## src/tcsc_cfg.svh

```systemverilog
`ifndef TCSC_CFG_SVH
`define TCSC_CFG_SVH

// Register offsets on the plain register port
`define TCSC_OFF_TIMER_SC 3'h0
`define TCSC_OFF_MOD_HIGH 3'h1
`define TCSC_OFF_MOD_LOW 3'h2
`define TCSC_OFF_CHAN_SC 3'h3
`define TCSC_OFF_VAL_HIGH 3'h4
`define TCSC_OFF_VAL_LOW 3'h5
`define TCSC_OFF_IRQ_STAT 3'h6
`define TCSC_OFF_IRQ_MASK 3'h7

// channel_status_control field positions
`define TCSC_BIT_EVENT_FLAG 7
`define TCSC_BIT_IRQ_ENABLE 6
`define TCSC_BIT_MODE_HIGH 5
`define TCSC_BIT_MODE_LOW 4
`define TCSC_BIT_ELS_HIGH 3
`define TCSC_BIT_ELS_LOW 2

// timer_status_control field positions
`define TCSC_BIT_CENTER_PWM 5

// Interrupt status/mask bit positions
`define TCSC_IRQ_CAPTURE 0
`define TCSC_IRQ_MATCH 1

// Reset values
`define TCSC_RST_CHAN_SC 8'h00
`define TCSC_RST_TIMER_SC 8'h00
`define TCSC_RST_MODULO 16'hffff
`define TCSC_RST_VALUE 16'h0000
`define TCSC_RST_IRQ 2'h0

`endif

```

## src/tcsc_pkg.sv

```systemverilog
package tcsc_pkg;

    typedef enum logic [1:0] {
        MODE_CAPTURE,
        MODE_COMPARE,
        MODE_EDGE_PWM,
        MODE_CENTER_PWM
    } tcsc_mode_t;

    typedef logic [7:0] tcsc_byte_t;

endpackage : tcsc_pkg

```

## src/tcsc_pin_if.sv

```systemverilog
`timescale 1ns/100ps
`default_nettype none

interface tcsc_pin_if;
    logic level;
    logic rise;
    logic fall;

    modport src (output level, output rise, output fall);
    modport sink (input level, input rise, input fall);
endinterface : tcsc_pin_if

`default_nettype wire

```

## src/tcsc_pin_sync.sv

```systemverilog
`timescale 1ns/100ps
`default_nettype none

module tcsc_pin_sync (
    // Clock and reset
    input wire logic ref_clk,
    input wire logic arst_n,
    // Raw pin and conditioned view
    input wire logic pinIn,
    tcsc_pin_if.src pinView
);

    logic meta_q, meta_d;
    logic stable_q, stable_d;
    logic prev_q, prev_d;

    always_comb
    begin
        meta_d = pinIn;
        stable_d = meta_q;
        prev_d = stable_q;
    end

    always_ff @(posedge ref_clk or negedge arst_n)
    begin
        if (!arst_n)
        begin
            meta_q <= 1'b0;
            stable_q <= 1'b0;
            prev_q <= 1'b0;
        end
        else
        begin
            meta_q <= meta_d;
            stable_q <= stable_d;
            prev_q <= prev_d;
        end
    end

    // Edges seen only on the second and third stages
    assign pinView.level = stable_q;
    assign pinView.rise = stable_q & ~prev_q;
    assign pinView.fall = ~stable_q & prev_q;

endmodule : tcsc_pin_sync

`default_nettype wire

```

## src/tcsc_channel.sv

```systemverilog
// Overview of operation
// - Capture mode: selected active pin edge sets the channel event flag.
// - Compare or PWM mode: counter equal to channel value sets the flag.
// - PWM with 0% or 100% duty never sets the flag.
// - Channel interrupt while flag and enable are set; reset clears enable.
// - Flag clears only by a read while set, then a write of 0.
// - New event during the clear sequence restarts it; flag stays set.
// - Writing 1 to the flag does nothing; reset clears it.
// - Center PWM off and mode high set selects edge-aligned PWM.
// - Center PWM off, mode high clear: mode low picks capture or compare.
// - Edge/level field picks capture edge, compare level or PWM polarity.
// - Edge/level field 00 releases the pin whatever the mode.
// - In debug halt the modulo coherency latches stay frozen.
// - In debug halt modulo writes go straight to the modulo register.
// - A timer status write resets the coherency, even in debug halt.
// - Debug halt means program stopped, awaiting serial debug commands.
//
// Local design decisions: the placing of the registers and the plain strobed port.
`timescale 1ns/100ps
`default_nettype none
`include "tcsc_cfg.svh"

module tcsc_channel (
    // Clock and reset
    input wire logic ref_clk,
    input wire logic arst_n,
    // Register port
    input wire logic [2:0] regAddr,
    input wire logic [7:0] regWrData,
    input wire logic regWr,
    input wire logic regRd,
    output logic [7:0] regRdData,
    // Timer datapath
    input wire logic [15:0] countIn,
    output logic [15:0] moduloValue,
    // Debug state
    input wire logic backgroundDebugMode,
    // Channel pin
    input wire logic chanPinIn,
    output logic chanPinOut,
    output logic chanPinOe,
    // Interrupts
    output logic chanIrq,
    output logic irq
);

    tcsc_pin_if pinView ();

    tcsc_pin_sync u_sync (
        .ref_clk(ref_clk),
        .arst_n(arst_n),
        .pinIn(chanPinIn),
        .pinView(pinView.src)
    );

    // Register decode
    logic wrTimerSc, wrModHigh, wrModLow, wrChanSc, wrValHigh, wrValLow, wrMask;
    logic rdChanSc, rdIrqStat;

    assign wrTimerSc = regWr && (regAddr == `TCSC_OFF_TIMER_SC);
    assign wrModHigh = regWr && (regAddr == `TCSC_OFF_MOD_HIGH);
    assign wrModLow = regWr && (regAddr == `TCSC_OFF_MOD_LOW);
    assign wrChanSc = regWr && (regAddr == `TCSC_OFF_CHAN_SC);
    assign wrValHigh = regWr && (regAddr == `TCSC_OFF_VAL_HIGH);
    assign wrValLow = regWr && (regAddr == `TCSC_OFF_VAL_LOW);
    assign wrMask = regWr && (regAddr == `TCSC_OFF_IRQ_MASK);
    assign rdChanSc = regRd && (regAddr == `TCSC_OFF_CHAN_SC);
    assign rdIrqStat = regRd && (regAddr == `TCSC_OFF_IRQ_STAT);

    // Control and status state
    tcsc_pkg::tcsc_byte_t timerSc_q, timerSc_d;
    logic eventFlag_q, eventFlag_d;
    logic irqEnable_q, irqEnable_d;
    logic modeHigh_q, modeHigh_d;
    logic modeLow_q, modeLow_d;
    logic [1:0] edgeLevel_q, edgeLevel_d;
    logic clearArmed_q, clearArmed_d;
    logic [15:0] value_q, value_d;
    logic [15:0] modulo_q, modulo_d;
    logic [7:0] modHighBuf_q, modHighBuf_d;
    logic [7:0] modLowBuf_q, modLowBuf_d;
    logic modHighSeen_q, modHighSeen_d;
    logic modLowSeen_q, modLowSeen_d;
    logic [1:0] irqStat_q, irqStat_d;
    logic [1:0] irqMask_q, irqMask_d;
    logic pinOut_q, pinOut_d;
    logic [7:0] rdData_q, rdData_d;

    // Mode decode
    tcsc_pkg::tcsc_mode_t mode;
    logic centerPwm;
    logic pinReleased;
    logic isPwm;
    logic match;
    logic dutyEdge;
    logic captureEdge;
    logic chanEvent;
    logic pwmActive;
    logic [7:0] chanScView;

    assign centerPwm = timerSc_q[`TCSC_BIT_CENTER_PWM];
    assign pinReleased = (edgeLevel_q == 2'h0);

    always_comb
    begin
        if (centerPwm)
            mode = tcsc_pkg::MODE_CENTER_PWM;
        else if (modeHigh_q)
            mode = tcsc_pkg::MODE_EDGE_PWM;
        else if (modeLow_q)
            mode = tcsc_pkg::MODE_COMPARE;
        else
            mode = tcsc_pkg::MODE_CAPTURE;
    end

    assign isPwm = (mode == tcsc_pkg::MODE_EDGE_PWM) || (mode == tcsc_pkg::MODE_CENTER_PWM);
    assign match = (countIn == value_q);
    // Duty of 0% is a zero value, 100% is a value past the modulo
    assign dutyEdge = isPwm && ((value_q == 16'h0000) || (value_q > modulo_q));
    assign pwmActive = (countIn < value_q);

    // Capture edge polarity from the edge/level field; spurious edges
    // after a mode change are avoided by software holding the pin
    always_comb
    begin
        case (edgeLevel_q)
            2'h1: captureEdge = pinView.rise;
            2'h2: captureEdge = pinView.fall;
            2'h3: captureEdge = pinView.rise | pinView.fall;
            default: captureEdge = 1'b0;
        endcase
    end

    always_comb
    begin
        case (mode)
            tcsc_pkg::MODE_CAPTURE: chanEvent = captureEdge;
            tcsc_pkg::MODE_COMPARE: chanEvent = match;
            tcsc_pkg::MODE_EDGE_PWM, tcsc_pkg::MODE_CENTER_PWM: chanEvent = match && !dutyEdge;
            default: chanEvent = 1'b0;
        endcase
    end

    assign chanScView = {eventFlag_q, irqEnable_q, modeHigh_q, modeLow_q, edgeLevel_q, 2'h0};

    // Channel status and control
    always_comb
    begin
        eventFlag_d = eventFlag_q;
        clearArmed_d = clearArmed_q;
        irqEnable_d = irqEnable_q;
        modeHigh_d = modeHigh_q;
        modeLow_d = modeLow_q;
        edgeLevel_d = edgeLevel_q;
        if (wrChanSc)
        begin
            irqEnable_d = regWrData[`TCSC_BIT_IRQ_ENABLE];
            modeHigh_d = regWrData[`TCSC_BIT_MODE_HIGH];
            modeLow_d = regWrData[`TCSC_BIT_MODE_LOW];
            edgeLevel_d = {regWrData[`TCSC_BIT_ELS_HIGH], regWrData[`TCSC_BIT_ELS_LOW]};
            clearArmed_d = 1'b0;
            if (clearArmed_q && !regWrData[`TCSC_BIT_EVENT_FLAG])
                eventFlag_d = 1'b0;
        end
        if (rdChanSc && eventFlag_q)
            clearArmed_d = 1'b1;
        if (chanEvent)
        begin
            eventFlag_d = 1'b1;
            clearArmed_d = 1'b0;
        end
    end

    // Channel value: written by software, loaded by a capture
    always_comb
    begin
        value_d = value_q;
        if (wrValHigh)
            value_d[15:8] = regWrData;
        if (wrValLow)
            value_d[7:0] = regWrData;
        if (mode == tcsc_pkg::MODE_CAPTURE && captureEdge)
            value_d = countIn;
    end

    // Modulo with write coherency
    always_comb
    begin
        timerSc_d = timerSc_q;
        modulo_d = modulo_q;
        modHighBuf_d = modHighBuf_q;
        modLowBuf_d = modLowBuf_q;
        modHighSeen_d = modHighSeen_q;
        modLowSeen_d = modLowSeen_q;
        if (backgroundDebugMode)
        begin
            if (wrModHigh)
                modulo_d[15:8] = regWrData;
            if (wrModLow)
                modulo_d[7:0] = regWrData;
        end
        else
        begin
            if (wrModHigh)
            begin
                modHighBuf_d = regWrData;
                modHighSeen_d = 1'b1;
            end
            if (wrModLow)
            begin
                modLowBuf_d = regWrData;
                modLowSeen_d = 1'b1;
            end
            if (modHighSeen_d && modLowSeen_d)
            begin
                modulo_d = {modHighBuf_d, modLowBuf_d};
                modHighSeen_d = 1'b0;
                modLowSeen_d = 1'b0;
            end
        end
        if (wrTimerSc)
        begin
            timerSc_d = regWrData;
            modHighSeen_d = 1'b0;
            modLowSeen_d = 1'b0;
        end
    end

    // Pin output level
    always_comb
    begin
        pinOut_d = pinOut_q;
        case (mode)
            tcsc_pkg::MODE_COMPARE:
                if (match)
                begin
                    case (edgeLevel_q)
                        2'h1: pinOut_d = ~pinOut_q;
                        2'h2: pinOut_d = 1'b0;
                        2'h3: pinOut_d = 1'b1;
                        default: pinOut_d = pinOut_q;
                    endcase
                end
            tcsc_pkg::MODE_EDGE_PWM, tcsc_pkg::MODE_CENTER_PWM:
                pinOut_d = edgeLevel_q[0] ? ~pwmActive : pwmActive;
            default: pinOut_d = 1'b0;
        endcase
    end

    // Interrupt status, mask and read data
    always_comb
    begin
        irqStat_d = irqStat_q;
        irqMask_d = irqMask_q;
        rdData_d = 8'h00;
        if (wrMask)
            irqMask_d = regWrData[1:0];
        if (rdIrqStat)
            irqStat_d = 2'h0;
        if (chanEvent && mode == tcsc_pkg::MODE_CAPTURE)
            irqStat_d[`TCSC_IRQ_CAPTURE] = 1'b1;
        if (chanEvent && mode != tcsc_pkg::MODE_CAPTURE)
            irqStat_d[`TCSC_IRQ_MATCH] = 1'b1;
        if (regRd)
        begin
            case (regAddr)
                `TCSC_OFF_TIMER_SC: rdData_d = timerSc_q;
                `TCSC_OFF_MOD_HIGH: rdData_d = modulo_q[15:8];
                `TCSC_OFF_MOD_LOW: rdData_d = modulo_q[7:0];
                `TCSC_OFF_CHAN_SC: rdData_d = chanScView;
                `TCSC_OFF_VAL_HIGH: rdData_d = value_q[15:8];
                `TCSC_OFF_VAL_LOW: rdData_d = value_q[7:0];
                `TCSC_OFF_IRQ_STAT: rdData_d = {6'h00, irqStat_q};
                `TCSC_OFF_IRQ_MASK: rdData_d = {6'h00, irqMask_q};
                default: rdData_d = 8'h00;
            endcase
        end
    end

    always_ff @(posedge ref_clk or negedge arst_n)
    begin
        if (!arst_n)
        begin
            timerSc_q <= `TCSC_RST_TIMER_SC;
            eventFlag_q <= 1'b0;
            irqEnable_q <= 1'b0;
            modeHigh_q <= 1'b0;
            modeLow_q <= 1'b0;
            edgeLevel_q <= 2'h0;
            clearArmed_q <= 1'b0;
            value_q <= `TCSC_RST_VALUE;
            modulo_q <= `TCSC_RST_MODULO;
            modHighBuf_q <= 8'h00;
            modLowBuf_q <= 8'h00;
            modHighSeen_q <= 1'b0;
            modLowSeen_q <= 1'b0;
            irqStat_q <= `TCSC_RST_IRQ;
            irqMask_q <= `TCSC_RST_IRQ;
            pinOut_q <= 1'b0;
            rdData_q <= 8'h00;
        end
        else
        begin
            timerSc_q <= timerSc_d;
            eventFlag_q <= eventFlag_d;
            irqEnable_q <= irqEnable_d;
            modeHigh_q <= modeHigh_d;
            modeLow_q <= modeLow_d;
            edgeLevel_q <= edgeLevel_d;
            clearArmed_q <= clearArmed_d;
            value_q <= value_d;
            modulo_q <= modulo_d;
            modHighBuf_q <= modHighBuf_d;
            modLowBuf_q <= modLowBuf_d;
            modHighSeen_q <= modHighSeen_d;
            modLowSeen_q <= modLowSeen_d;
            irqStat_q <= irqStat_d;
            irqMask_q <= irqMask_d;
            pinOut_q <= pinOut_d;
            rdData_q <= rdData_d;
        end
    end

    assign regRdData = rdData_q;
    assign moduloValue = modulo_q;
    assign chanPinOut = pinOut_q;
    // Capture only listens; released pin is left to other users
    assign chanPinOe = !pinReleased && (mode != tcsc_pkg::MODE_CAPTURE);
    assign chanIrq = eventFlag_q && irqEnable_q;
    assign irq = |(irqStat_q & irqMask_q);

endmodule : tcsc_channel

`default_nettype wire

```

## config.mk

```make
export PLATFORM = sky130hd
export DESIGN_NAME = tcsc_channel
export DESIGN_NICKNAME = d
export VERILOG_FILES = /design/src/tcsc_pkg.sv /design/src/tcsc_pin_if.sv /design/src/tcsc_pin_sync.sv /design/src/tcsc_channel.sv
export VERILOG_INCLUDE_DIRS = /design/src
export SDC_FILE = /design/constraint.sdc
export NUM_CORES = 1
export LEC_CHECK = 0
export BUFFER_PORTS_ARGS = -buffer_cell sky130_fd_sc_hd__buf_4
export CORE_MARGIN = 4
export CORE_UTILIZATION = 56
export DETAILED_ROUTE_END_ITERATION = 8
export MAX_ROUTING_LAYER = met4
export PLACE_DENSITY = 0.76
export SYNTH_ARGS = -nofsm -noshare
export SYNTH_HDL_FRONTEND = slang
export SYNTH_SLANG_ARGS = --single-unit
```

## constraint.sdc

```tcl
create_clock -name ref_clk -period 2.4 [get_ports ref_clk]
set_clock_uncertainty 0.15 [all_clocks]
set_input_delay 0.12 -clock ref_clk [delete_from_list [all_inputs] [get_ports ref_clk]]
set_output_delay 0.12 -clock ref_clk [all_outputs]
set_load 0.02 [all_outputs]
```

==> results.cfg <==
[power_and_ir_drop]
ir_drop_mv = 0.684
p_leak_nw = 2.84
power_density_nw_per_um2 = 1030
p_total_mw = 6.15

[critical_path]
critPathCaptureType = flop
crit_type = reg2reg
arrival_ps = 2460
cp-start-kind = flop
worstPathMaxFanout = 35
required_ps = 2550

[yosys]
synth_top_family_by_area = multiplexers
syn_inst = 473
yosys-top-cells-count = dfrtp_1, nand2_1, inv_1
synth_area_leaders = dfrtp_1, ha_1, dfstp_2, mux2i_1, mux2_1
synth.avg_cell_area_um2 = 10.0
synth_xor_xnor_area_share_pct = 0
yosysSeqAreaShare_pct = 43.3
synth_area_um2 = 4730
synth.distinct_cells = 55
synth.top_cell.area_share_pct = 34.4
synth_simple_gate_area_share_pct = 13.4
synth_top_area_cell = dfrtp_1
synth_most_common_cell = dfrtp_1
synth_mux_area_share_pct = 15.3
synth_compound_area_share_pct = 14.4
ys_async_sr_fraction_pct = 100
yosysWarnings = 0
postSynthNetCount = 540
yosys_register_bits = 81
synth_ff_type = dfrtp_1
synth_edf_count = 0
synthAdderAreaFrac_pct = 8.99

[drt]
drt-vias-per-instance = 5.95
wl_per_cell_um = 18.9
drt_wl_total_mm = 12.9
dr.pass1.iters = 5
ant_nets = 0
drc = 0
vias = 4074
drtIter0Drc = 283

[die]
io_pins = 61
floorplan.die.width_um = 99.9
rows = 33
die_h_um = 99.9
start_util_pct = 57.6
die-area_um2 = 9980
coreArea_um2 = 8220

[run_status]
status = completed

[placement]
place_inst = 627
dpl.hpwl_mm = 9.19
portBuffers = 60
gp_congestion = 0.980
dpl_cell_area_um2 = 5320

[cts]
cts_setup_buffers = 0
cts_buffers = 9
clock_latency_ps = 370
cts_root_buffer = clkbuf_8
cts_sinks = 81
cts_tree = built
cts_max_level = 3
clk_path_buf_depth = 2
clkSlewWorstSetupHoldPaths_ps = 90

[timing]
relSlewSlack_pct = 26.1
finalHoldViolations = 0
finalSetupViolCount = 0
tightest_slew_ps = 1110
rsz0062_at_grt = yes
max_freq_mhz = 434
fin_crit_sh_pct = 96.1
slew_violations = 0
finalCriticalPeriod_ps = 2310

[finish]
drive_above_1_share_pct = 22.4
layout.nets = 642
final_area_um2 = 5980
antenna_cells = 0
areaGrowthSynthToFinish_pct = 26.5
stdcell_count = 685
fin_util_pct = 72.8

[hold_path]
hp-class = in2reg

[global_routing]
grt_max_degree = 81
antenna_found_initial = 0
track_usage_pct = 28.4
grt_pass1_wl_mm = 21.4
grt_pass1_vias = 4232
overflow = 0

[run]
cap_violations = 0
[critical path, stage by stage, from the launching register on]
cell           delay [ps]
dfrtp_1               380
inv_1                  60
ha_1                  290
nor2b_1               100
o21ai_0               100
a21oi_2               200
buf_12                210
nand2_1               110
o21ai_0                80
dlygate4sd3_1         570
[state kept, by name, indices dropped and copies added, names as in the netlist, 2 cells and up]
signal,cells
moduloValue,16
value_q,16
modHighBuf_q,8
modLowBuf_q,8
regRdData,8
timerSc_q,8
edgeLevel_q,2
irqMask_q,2
irqStat_q,2
[layout by cell type (no fill, tap or decap), types with 3 or more instances in the layout]
| cell type | instances |
|---|---|
| ha_1 | 34 |
| a211oi_1 | 4 |
| nor2b_1 | 9 |
| o211a_1 | 4 |
| mux2_2 | 15 |
| o21ai_1 | 23 |
| nand2_1 | 45 |
| nand4_1 | 12 |
| a21oi_1 | 26 |
| a31oi_1 | 3 |
| dfrtp_1 | 65 |
| mux2_1 | 16 |
| a22oi_1 | 4 |
| o21ai_0 | 24 |
| dlygate4sd3_1 | 40 |
| o211ai_1 | 4 |
| nor4_1 | 5 |
| a21o_1 | 3 |
| mux2i_1 | 35 |
| nand2b_1 | 3 |
| buf_4 | 68 |
| o22ai_1 | 4 |
| nor2_1 | 22 |
| inv_1 | 36 |
| clkbuf_8 | 9 |
| nand3_1 | 10 |
| dfstp_2 | 16 |
[through the flow]
stage,TNS (ps),hold slack [ps],setup slack (ps)
after floorplan,0,-326,391
after global placement,0,81.3,202
after detailed placement,0,80.9,107
after CTS,0,51.5,87.5
after global routing,-0.566,80.9,-0.566
final,0,60.4,93.2
[path summary, 6_finish.rpt]
check / to / slack, ps / startpoint / depth (start not counted)
worst min-delay path: irqMask_q[1] / 60 / regWr / 3
worst min register to register: u_sync.pinView.level / 210 / u_sync.meta_q / 0
max in group asynchronous: moduloValue[14] / 1030 / arst_n / 3
worst max register to register: value_q[6] / 90 / u_sync.pinView.level / 9
worst max-delay path: value_q[6] / 90 / u_sync.pinView.level / 9
min in group asynchronous: value_q[0] / 270 / arst_n / 2
[what timing repair did]
action	CTS	global route
hold buffers	42	0
hold endpoints to repair	139	0
endpoints found under the setup margin	0	7
gates resized for setup	0	5
[final cells by class]
cell class	instances	area, um2
multi-input cells	335	2480
clock buffers	9	124
clock inverters	7	101
fillers	604	2230
well taps	105	131
repair buffers	111	956
flip-flops and latches	81	2050
inverters	37	139
[routing by layer]
layer / track usage [%] / vias to the layer above / part of all wire, %
met2: 45.1 / 155 / 48
met4: 14.6 / 0 / 4.3
met3: 4.45 / 52 / 5.4
met5: - / - / 0
met1: 35.3 / 1961 / 42
li1: - / 1906 / -
[power by group]
group          switching, mW  total (mW)  internal, mW
Clock                  0.543        1.14         0.598
Sequential             0.484        2.38          1.90
Combinational           1.40        2.63          1.23
[cells by family after synthesis]
logic type      Yosys count
compound gates          111
fa+ha+maj                34
buf+inv                  57
flops                    81
mux                      67
simple gates            123
No activity file was read; power rests on OpenSTA's default activity.
